===== config.mk =====
export PLATFORM = sky130hd
export DESIGN_NAME = prio_top
export DESIGN_NICKNAME = d
export VERILOG_FILES = /design/src/prio_pkg.sv /design/src/prio_sync_if.sv /design/src/prio_top.sv /design/src/prio_sync.sv
export VERILOG_INCLUDE_DIRS = /design/src
export SDC_FILE = /design/constraint.sdc
export NUM_CORES = 1
export LEC_CHECK = 0
export ABC_AREA = 1
export ABC_CLOCK_PERIOD_IN_PS = 6100
export BUFFER_PORTS_ARGS = -buffer_cell sky130_fd_sc_hd__buf_2
export CAP_MARGIN = 20
export CORE_MARGIN = 1.5
export CORE_UTILIZATION = 35
export DETAILED_ROUTE_END_ITERATION = 8
export GPL_ROUTABILITY_DRIVEN = 0
export GPL_TIMING_DRIVEN = 0
export PLACE_DENSITY = 0.57
export REMOVE_ABC_BUFFERS = 1
export SLEW_MARGIN = 40
export SYNTH_ARGS = -nofsm -noshare
export SYNTH_HDL_FRONTEND = slang
export SYNTH_SLANG_ARGS = --single-unit

===== constraint.sdc =====
create_clock -name ref_clk_i -period 6.1 [get_ports ref_clk_i]
set_input_delay 0.305 -clock ref_clk_i [delete_from_list [all_inputs] [get_ports ref_clk_i]]
set_output_delay 0.305 -clock ref_clk_i [all_outputs]
set_load 0.01 [all_outputs]

===== src/prio_defs.svh =====
`ifndef PRIO_DEFS_SVH
`define PRIO_DEFS_SVH
`define PRIO_ADDR_MAIN 12'h000
`define PRIO_ADDR_SECOND 12'h004
`define PRIO_ADDR_THIRD 12'h008
`define PRIO_ADDR_CANPRI 12'h00C
`define PRIO_ADDR_RSTCTL 12'h010
`define PRIO_ADDR_TIMER 12'h014
`define PRIO_ADDR_PORT 12'h018
`define PRIO_ADDR_CTX 12'h01C
`define PRIO_ADDR_RETPC 12'h020
`define PRIO_RST_MAIN 8'h00
`define PRIO_RST_SECOND 8'hF5
`define PRIO_RST_THIRD 8'hC0
`define PRIO_RST_CANPRI 8'hFF
`define PRIO_RST_RSTCTL 8'h1C
`define PRIO_RST_TIMER 8'h00
`define PRIO_RSTCTL_WMASK 8'h93
`define PRIO_SECOND_WMASK 8'hF5
`define PRIO_THIRD_WMASK 8'hDB
`endif


===== src/prio_pkg.sv =====
package prio_pkg;
    typedef enum logic [1:0] {
        PRIO_RUN = 2'b00,
        PRIO_SLEEP = 2'b01,
        PRIO_ENTRY = 2'b10
    } prio_state_t;
endpackage


===== src/prio_sync_if.sv =====
interface prio_sync_if;
    logic [6:0] raw;
    logic [6:0] clean;
    modport src (output raw, input clean);
    modport snk (input raw, output clean);
endinterface


===== src/prio_top.sv =====
`include "prio_defs.svh"
module prio_top (
    input wire logic ref_clk_i,
    input wire logic reset_i,
    input wire logic [11:0] paddr,
    input wire logic psel,
    input wire logic penable,
    input wire logic pwrite,
    input wire logic [31:0] pwdata,
    input wire logic [3:0] pstrb,
    output logic [31:0] prdata,
    output logic pready,
    output logic pslverr,
    input wire logic [2:0] ext_line_i,
    input wire logic [3:0] port_upper_i,
    input wire logic [7:0] can_flags_i,
    input wire logic [7:0] can_enables_i,
    input wire logic timer_tick_i,
    input wire logic watchdog_timeout_i,
    input wire logic powerdown_i,
    input wire logic sleep_req_i,
    input wire logic int_ack_i,
    input wire logic [20:0] cur_pc_i,
    input wire logic [7:0] working_reg_i,
    input wire logic [7:0] status_reg_i,
    input wire logic [7:0] bank_select_reg_i,
    output logic irq_high_o,
    output logic irq_low_o,
    output logic sleeping_o,
    output logic wake_o,
    output logic wake_vector_o
);
    typedef struct packed {
        prio_pkg::prio_state_t state;
        logic [7:0] main_ctl;
        logic [7:0] second_ctl;
        logic [7:0] third_ctl;
        logic [7:0] can_prio;
        logic [7:0] rst_ctl;
        logic [7:0] tmr_ctl;
        logic [15:0] tmr_cnt;
        logic [2:0] ext_prev;
        logic [3:0] port_latch;
        logic [2:0] sleep_en;
        logic [23:0] ctx;
        logic [20:0] ret_pc;
        logic wake;
        logic wake_vec;
        logic [31:0] rdata;
    } prio_st_t;
    prio_st_t st_r;
    prio_st_t st_nxt;
    prio_sync_if sif ();
    logic [2:0] ext_s;
    logic [3:0] port_s;
    logic [2:0] ext_edge;
    logic [2:0] edge_sel;
    logic [2:0] ext_flag;
    logic [2:0] ext_en;
    logic priority_levels_enable;
    logic rd_en;
    logic rd_setup;
    logic wr_en;
    logic port_mismatch;
    logic tmr_ovf;
    logic [16:0] tmr_inc;
    logic [7:0] hi_src;
    logic [7:0] any_src;
    logic [7:0] src_prio;
    logic hi_req;
    logic lo_req;
    assign sif.raw = {port_upper_i, ext_line_i};
    prio_sync u_sync (
        .ref_clk_i(ref_clk_i),
        .reset_i(reset_i),
        .sif(sif)
    );
    assign ext_s = sif.clean[2:0];
    assign port_s = sif.clean[6:3];
    function automatic logic [7:0] wmerge(input logic [7:0] old,
                                          input logic [7:0] val,
                                          input logic [7:0] mask);
        wmerge = (old & ~mask) | (val & mask);
    endfunction
    assign pready = 1'b1;
    assign rd_en = psel && penable && !pwrite;
    // Data fetched in setup so it stands at the access edge
    assign rd_setup = psel && !penable && !pwrite;
    assign wr_en = psel && penable && pwrite && pstrb[0];
    assign priority_levels_enable = st_r.rst_ctl[7];
    // Edge select bits: line 0 second bit 6, line 1 bit 5, line 2 bit 4
    assign edge_sel = {st_r.second_ctl[4], st_r.second_ctl[5],
                       st_r.second_ctl[6]};
    assign ext_flag = {st_r.third_ctl[1], st_r.third_ctl[0],
                       st_r.main_ctl[1]};
    assign ext_en = {st_r.third_ctl[4], st_r.third_ctl[3],
                     st_r.main_ctl[4]};
    generate
        for (genvar g = 0; g < 3; g++)
        begin : g_edge
            assign ext_edge[g] = edge_sel[g] ?
                (ext_s[g] & ~st_r.ext_prev[g]) :
                (~ext_s[g] & st_r.ext_prev[g]);
        end
    endgenerate
    assign port_mismatch = |(port_s ^ st_r.port_latch);
    assign tmr_inc = {1'b0, st_r.tmr_cnt} + 17'h00001;
    assign tmr_ovf = timer_tick_i && (st_r.tmr_ctl[0] ?
        tmr_inc[16] : (st_r.tmr_cnt[7:0] == 8'hFF));
    // Sources: ext0, ext1, ext2, timer, port, CAN(any high), CAN(any low)
    assign any_src[0] = ext_flag[0] & ext_en[0];
    assign any_src[1] = ext_flag[1] & ext_en[1];
    assign any_src[2] = ext_flag[2] & ext_en[2];
    assign any_src[3] = st_r.main_ctl[2] & st_r.main_ctl[5];
    assign any_src[4] = st_r.main_ctl[0] & st_r.main_ctl[3];
    assign any_src[5] = |(can_flags_i & can_enables_i & st_r.can_prio);
    assign any_src[6] = |(can_flags_i & can_enables_i & ~st_r.can_prio);
    assign any_src[7] = 1'b0;
    assign src_prio = {1'b0, 1'b0, 1'b1, st_r.second_ctl[0],
                       st_r.second_ctl[2], st_r.third_ctl[7],
                       st_r.third_ctl[6], 1'b1};
    assign hi_src = any_src & src_prio;
    always_comb
    begin
        if (priority_levels_enable)
        begin
            // Two levels: high gated by high enable, low by both high and low enables
            hi_req = st_r.main_ctl[7] && (|hi_src);
            lo_req = st_r.main_ctl[7] && st_r.main_ctl[6] &&
                     (|(any_src & ~src_prio));
        end
        else
        begin
            // Legacy single level: all requests on the high line
            hi_req = st_r.main_ctl[7] && (|any_src);
            lo_req = 1'b0;
        end
    end
    always_comb
    begin
        st_nxt = st_r;
        st_nxt.ext_prev = ext_s;
        st_nxt.wake = 1'b0;
        st_nxt.wake_vec = 1'b0;
        st_nxt.rst_ctl[3] = watchdog_timeout_i;
        st_nxt.rst_ctl[2] = powerdown_i;
        st_nxt.rdata = 32'h00000000;
        if (timer_tick_i)
        begin
            st_nxt.tmr_cnt = st_r.tmr_ctl[0] ? tmr_inc[15:0] :
                             {8'h00, tmr_inc[7:0]};
        end
        if (rd_setup)
        begin
            if (paddr == `PRIO_ADDR_MAIN)
                st_nxt.rdata = {24'h000000, st_r.main_ctl};
            else if (paddr == `PRIO_ADDR_SECOND)
                st_nxt.rdata = {24'h000000, st_r.second_ctl};
            else if (paddr == `PRIO_ADDR_THIRD)
                st_nxt.rdata = {24'h000000, st_r.third_ctl};
            else if (paddr == `PRIO_ADDR_CANPRI)
                st_nxt.rdata = {24'h000000, st_r.can_prio};
            else if (paddr == `PRIO_ADDR_RSTCTL)
                st_nxt.rdata = {24'h000000, st_r.rst_ctl & 8'h9F};
            else if (paddr == `PRIO_ADDR_TIMER)
                st_nxt.rdata = {16'h0000, st_r.tmr_cnt};
            else if (paddr == `PRIO_ADDR_PORT)
            begin
                st_nxt.rdata = {28'h0000000, port_s};
            end
            else if (paddr == `PRIO_ADDR_CTX)
                st_nxt.rdata = {8'h00, st_r.ctx};
            else if (paddr == `PRIO_ADDR_RETPC)
                st_nxt.rdata = {11'h000, st_r.ret_pc};
        end
        if (rd_en && paddr == `PRIO_ADDR_PORT)
            st_nxt.port_latch = port_s;
        if (wr_en)
        begin
            if (paddr == `PRIO_ADDR_MAIN)
                st_nxt.main_ctl = pwdata[7:0];
            else if (paddr == `PRIO_ADDR_SECOND)
                st_nxt.second_ctl = wmerge(st_r.second_ctl, pwdata[7:0],
                                           `PRIO_SECOND_WMASK);
            else if (paddr == `PRIO_ADDR_THIRD)
                st_nxt.third_ctl = wmerge(st_r.third_ctl, pwdata[7:0],
                                          `PRIO_THIRD_WMASK);
            else if (paddr == `PRIO_ADDR_CANPRI)
                st_nxt.can_prio = pwdata[7:0];
            else if (paddr == `PRIO_ADDR_RSTCTL)
                st_nxt.rst_ctl = wmerge(st_nxt.rst_ctl, pwdata[7:0],
                                        `PRIO_RSTCTL_WMASK);
            else if (paddr == `PRIO_ADDR_TIMER)
            begin
                st_nxt.tmr_ctl = {7'h00, pwdata[16]};
                st_nxt.tmr_cnt = pwdata[15:0];
            end
            else if (paddr == `PRIO_ADDR_PORT)
                st_nxt.port_latch = port_s;
        end
        // Hardware sets win over software clears
        if (ext_edge[0])
            st_nxt.main_ctl[1] = 1'b1;
        if (ext_edge[1])
            st_nxt.third_ctl[0] = 1'b1;
        if (ext_edge[2])
            st_nxt.third_ctl[1] = 1'b1;
        if (tmr_ovf)
            st_nxt.main_ctl[2] = 1'b1;
        if (port_mismatch)
            st_nxt.main_ctl[0] = 1'b1;
        case (st_r.state)
            prio_pkg::PRIO_RUN:
            begin
                if (sleep_req_i)
                begin
                    st_nxt.state = prio_pkg::PRIO_SLEEP;
                    st_nxt.sleep_en = ext_en;
                end
                else if (hi_req || lo_req)
                begin
                    st_nxt.state = prio_pkg::PRIO_ENTRY;
                    st_nxt.ret_pc = cur_pc_i;
                    st_nxt.ctx = {working_reg_i, status_reg_i,
                                  bank_select_reg_i};
                end
            end
            prio_pkg::PRIO_SLEEP:
            begin
                // Enable state captured at sleep entry decides wake
                if (|(st_r.sleep_en & ext_flag))
                begin
                    st_nxt.state = prio_pkg::PRIO_RUN;
                    st_nxt.wake = 1'b1;
                    st_nxt.wake_vec = st_r.main_ctl[7];
                end
            end
            prio_pkg::PRIO_ENTRY:
            begin
                if (int_ack_i)
                    st_nxt.state = prio_pkg::PRIO_RUN;
            end
            default:
                st_nxt.state = prio_pkg::PRIO_RUN;
        endcase
    end
    always_ff @(posedge ref_clk_i or posedge reset_i)
    begin
        if (reset_i)
        begin
            st_r <= '0;
            st_r.state <= prio_pkg::PRIO_RUN;
            st_r.main_ctl <= `PRIO_RST_MAIN;
            st_r.second_ctl <= `PRIO_RST_SECOND;
            st_r.third_ctl <= `PRIO_RST_THIRD;
            st_r.can_prio <= `PRIO_RST_CANPRI;
            st_r.rst_ctl <= `PRIO_RST_RSTCTL;
            st_r.tmr_ctl <= `PRIO_RST_TIMER;
        end
        else
        begin
            st_r <= st_nxt;
        end
    end
    assign prdata = st_r.rdata;
    assign pslverr = 1'b0;
    assign irq_high_o = hi_req;
    assign irq_low_o = lo_req;
    assign sleeping_o = (st_r.state == prio_pkg::PRIO_SLEEP);
    assign wake_o = st_r.wake;
    assign wake_vector_o = st_r.wake_vec;
endmodule


===== src/prio_sync.sv =====
module prio_sync (
    input wire logic ref_clk_i,
    input wire logic reset_i,
    prio_sync_if.snk sif
);
    typedef struct packed {
        logic [6:0] s1;
        logic [6:0] s2;
        logic [6:0] s3;
        logic [6:0] clean;
    } prio_sync_st_t;
    prio_sync_st_t st_r;
    prio_sync_st_t st_nxt;
    always_comb
    begin
        st_nxt = st_r;
        st_nxt.s1 = sif.raw;
        st_nxt.s2 = st_r.s1;
        st_nxt.s3 = st_r.s2;
        // Accept only when second and third stages agree
        for (int i = 0; i < 7; i++)
        begin
            if (st_r.s2[i] == st_r.s3[i])
            begin
                st_nxt.clean[i] = st_r.s3[i];
            end
        end
    end
    always_ff @(posedge ref_clk_i or posedge reset_i)
    begin
        if (reset_i)
        begin
            st_r <= '0;
        end
        else
        begin
            st_r <= st_nxt;
        end
    end
    assign sif.clean = st_r.clean;
endmodule


==> results.py <==
metrics = {
    "route": {
        "drt-wirelength-per-cell_um": 15.6,
        "ant_nets": 0,
        "vias": 6311,
        "vias_per_cell": 4.78,
        "dr.pass1.iters": 5,
        "drtIter0Drc": 429,
        "drc_errors": 0,
        "wl_mm": 20.5,
    },
    "sta": {
        "period_needed_ps": 2520,
        "skew_ps": 12.8,
        "timing.slew.headroom_pct": 45.3,
        "setup_slack_ps": 3580,
        "finalCritPeriodShare_pct": 41.3,
        "max_freq_mhz": 397,
        "report.final.slew_viol_count": 0,
        "hold_viol": 0,
        "worst_pin_slew_ps": 820,
        "grt_setup_unrepaired": "no",
        "setup_viol": 0,
        "whs_ps": 61.8,
    },
    "synthesis": {
        "synth.avg_cell_area_um2": 8.54,
        "synth-seq-area-share_pct": 52.7,
        "synthTopCellsByArea": "dfrtp_1, nand2_1, dfstp_2",
        "async_flop_share_pct": 100,
        "synthCells": 906,
        "ys_dominant_reg_cell": "dfrtp_1",
        "synth.most_common_cell": "nand2_1",
        "yosys_register_bits": 162,
        "synth_common_cells": "nand2_1, dfrtp_1, nand3_1",
        "synth_edf_count": 0,
        "ys_warn_count": 0,
        "yosysUniqueCellTypes": 49,
        "synth_top_area_share_pct": 46.2,
        "syn_area_um2": 7740,
        "synth.largest_area_cell": "dfrtp_1",
    },
    "clock_network": {
        "cts-htree-levels": 4,
        "tritoncts": "yes",
        "clk-insertion-delay-late_ps": 430,
        "cts.sinks": 162,
        "clk_pin_slew_worst_paths_ps": 60,
        "cts_root_buf": "clkbuf_16",
        "cts_buffers": 17,
        "cts_buffer_depth": 2,
        "ctsResizeCount": 0,
    },
    "global_routing": {
        "grt_pass1_vias": 6061,
        "track_usage_pct": 18.7,
        "grt_max_degree": 64,
        "grt.overflow.total": 0,
        "grt_pass1_wl_mm": 32.4,
        "antenna_found_initial": 2,
    },
    "power": {
        "power_density_nw_per_um2": 317,
        "p_total_mw": 2.92,
        "p_leak_nw": 4.54,
        "ir_drop_mv": 0.172,
    },
    "worst_setup_path": {
        "worst-setup-path-type": "register to register",
        "crit_path_cell_trace": "inv_1, nand3_1, nand3_1, nor2_1, nand2_1, nand2_1, nand2_1, nand2_1, nand2_4, nand2_4, o21ai_0",
        "crit_path_top_delay_cell": "dfstp_2",
        "cpMostUsedCell": "nand2_1",
        "critical_path_arrival_ps": 2790,
        "cp-end-kind": "register",
        "slowest_delay_ps": 540,
        "path_max_fanout": 46,
        "start_kind": "register",
        "required_ps": 6380,
    },
    "placement": {
        "post-place-ws_ps": 3510,
        "dpl_cell_area_um2": 8540,
        "port_buffers": 136,
        "post-dp-hpwl_mm": 14.7,
    },
    "floorplan": {
        "start_util_pct": 35.6,
        "ios": 165,
        "coreArea_um2": 21800,
        "die_w_um": 152,
        "core.rowCount": 54,
        "die_h_um": 152,
        "die-area_um2": 23000,
    },
    "finish": {
        "drive_gt1_share_pct": 21.8,
        "final_area_um2": 9190,
        "fin_nets": 1153,
        "area_growth_syn_to_layout_pct": 18.8,
    },
    "flow_run": {
        "drv_cap": 0,
    },
    "min_path": {
        "min_path_type": "primary input to register",
    },
    "outcome": {
        "run_status": "finished clean",
    },
}
==> flip-flops by register name, indices dropped and copies added (netlist names), 4 cells and up <==
name,flops
u_sync.sif.clean,7
u_sync.st_nxt,14
u_sync.st_r,7
src_prio,4
prdata,24
st_r,94
==> path summary, 6_finish.rpt <==
| path | startpoint | end | slack, ps | cells after the start |
|---|---|---|---|---|
| max in group asynchronous | reset_i | st_r[116] | 5030 | 4 |
| hold reg to reg | u_sync.st_nxt[16] | u_sync.st_nxt[9] | 350 | 0 |
| setup / recovery | st_r[123] | st_r[154] | 3580 | 11 |
| hold / removal | int_ack_i | st_r[154] | 60 | 2 |
| min in group asynchronous | reset_i | u_sync.st_nxt[18] | 410 | 3 |
| setup reg to reg | st_r[123] | st_r[154] | 3580 | 11 |
==> metrics by stage <==
stage	std cells	setup TNS, ps	utilization [%]
after floorplan	855	0	-
after detailed placement	1277	0	39.3
final	1320	0	42.3
after global routing	1319	0	42.2
after CTS	1319	0	42.2
after global placement	1271	-82320	38.7
==> metal layers <==
| metal | vias up | GRT usage [%] | wire length [um] |
|---|---|---|---|
| met5 | - | 0 | 7 |
| met4 | 2 | 5.48 | 288 |
| met3 | 19 | 4.46 | 1190 |
| met2 | 182 | 28.6 | 9280 |
| met1 | 2929 | 26.4 | 9770 |
| li1 | 3179 | - | - |
==> final cells by class <==
class,instances,area [um2]
sequential,162,4080
tap,280,350
antenna,1,2.50
clock buffer,19,433
inverter,87,337
multi-input combinational,606,3010
timing repair buffer,152,871
fill,2270,12600
clock inverter,13,118
==> cells in the final DEF (no fill, tap or decap), drive strengths merged, types with 3 or more instances in the layout <==
| cell type | instances |
|---|---|
| nor4 | 3 |
| nand2 | 254 |
| xnor2 | 3 |
| o22ai | 7 |
| o31ai | 3 |
| nor3 | 11 |
| a22o | 8 |
| o221ai | 3 |
| dfrtp | 143 |
| clkinv | 3 |
| a21oi | 34 |
| o21ai | 63 |
| mux2 | 3 |
| xor2 | 7 |
| conb | 10 |
| inv | 95 |
| nand3b | 6 |
| maj3 | 7 |
| buf | 142 |
| dlygate4sd3 | 10 |
| o211ai | 3 |
| nand3 | 89 |
| dfstp | 19 |
| nor2 | 57 |
| nand4 | 13 |
| clkbuf | 19 |
| o32ai | 7 |
==> timing repair <==
action,4_1_cts,5_1_grt
endpoints found under the setup margin,0,0
endpoints found under the hold margin,43,0
setup buffers,0,0
hold buffers,10,0
==> cells by family (layout without fill, tap and decap cells) <==
family	count (synthesis)	count (layout)	synth area share [%]
adders and majority gates	8	8	1.07
xor gates and xnor gates	10	10	1.13
and+or+nand+nor	438	438	25.1
muxes	3	3	0.436
AOI/OAI and AO/OA	137	137	10.3
DFF	162	162	52.7
other	2	11	0.0970
buffers and inverters	146	271	9.17
==> report_power, final <==
| part | switching [mW] | total (mW) | internal (mW) |
|---|---|---|---|
| Clock | 0.483 | 1.02 | 0.539 |
| Sequential | 0.121 | 1.40 | 1.28 |
| Combinational | 0.303 | 0.497 | 0.194 |
==> critical path, delay by kind of cell (launching register included) <==
family	cells	cell delay [ps]
flip-flops	1	540
AO/OA/AOI/OAI	1	160
AND/OR/NAND/NOR	9	1600
buffers and inverters	1	70
Power figures use the tool's default switching activity.
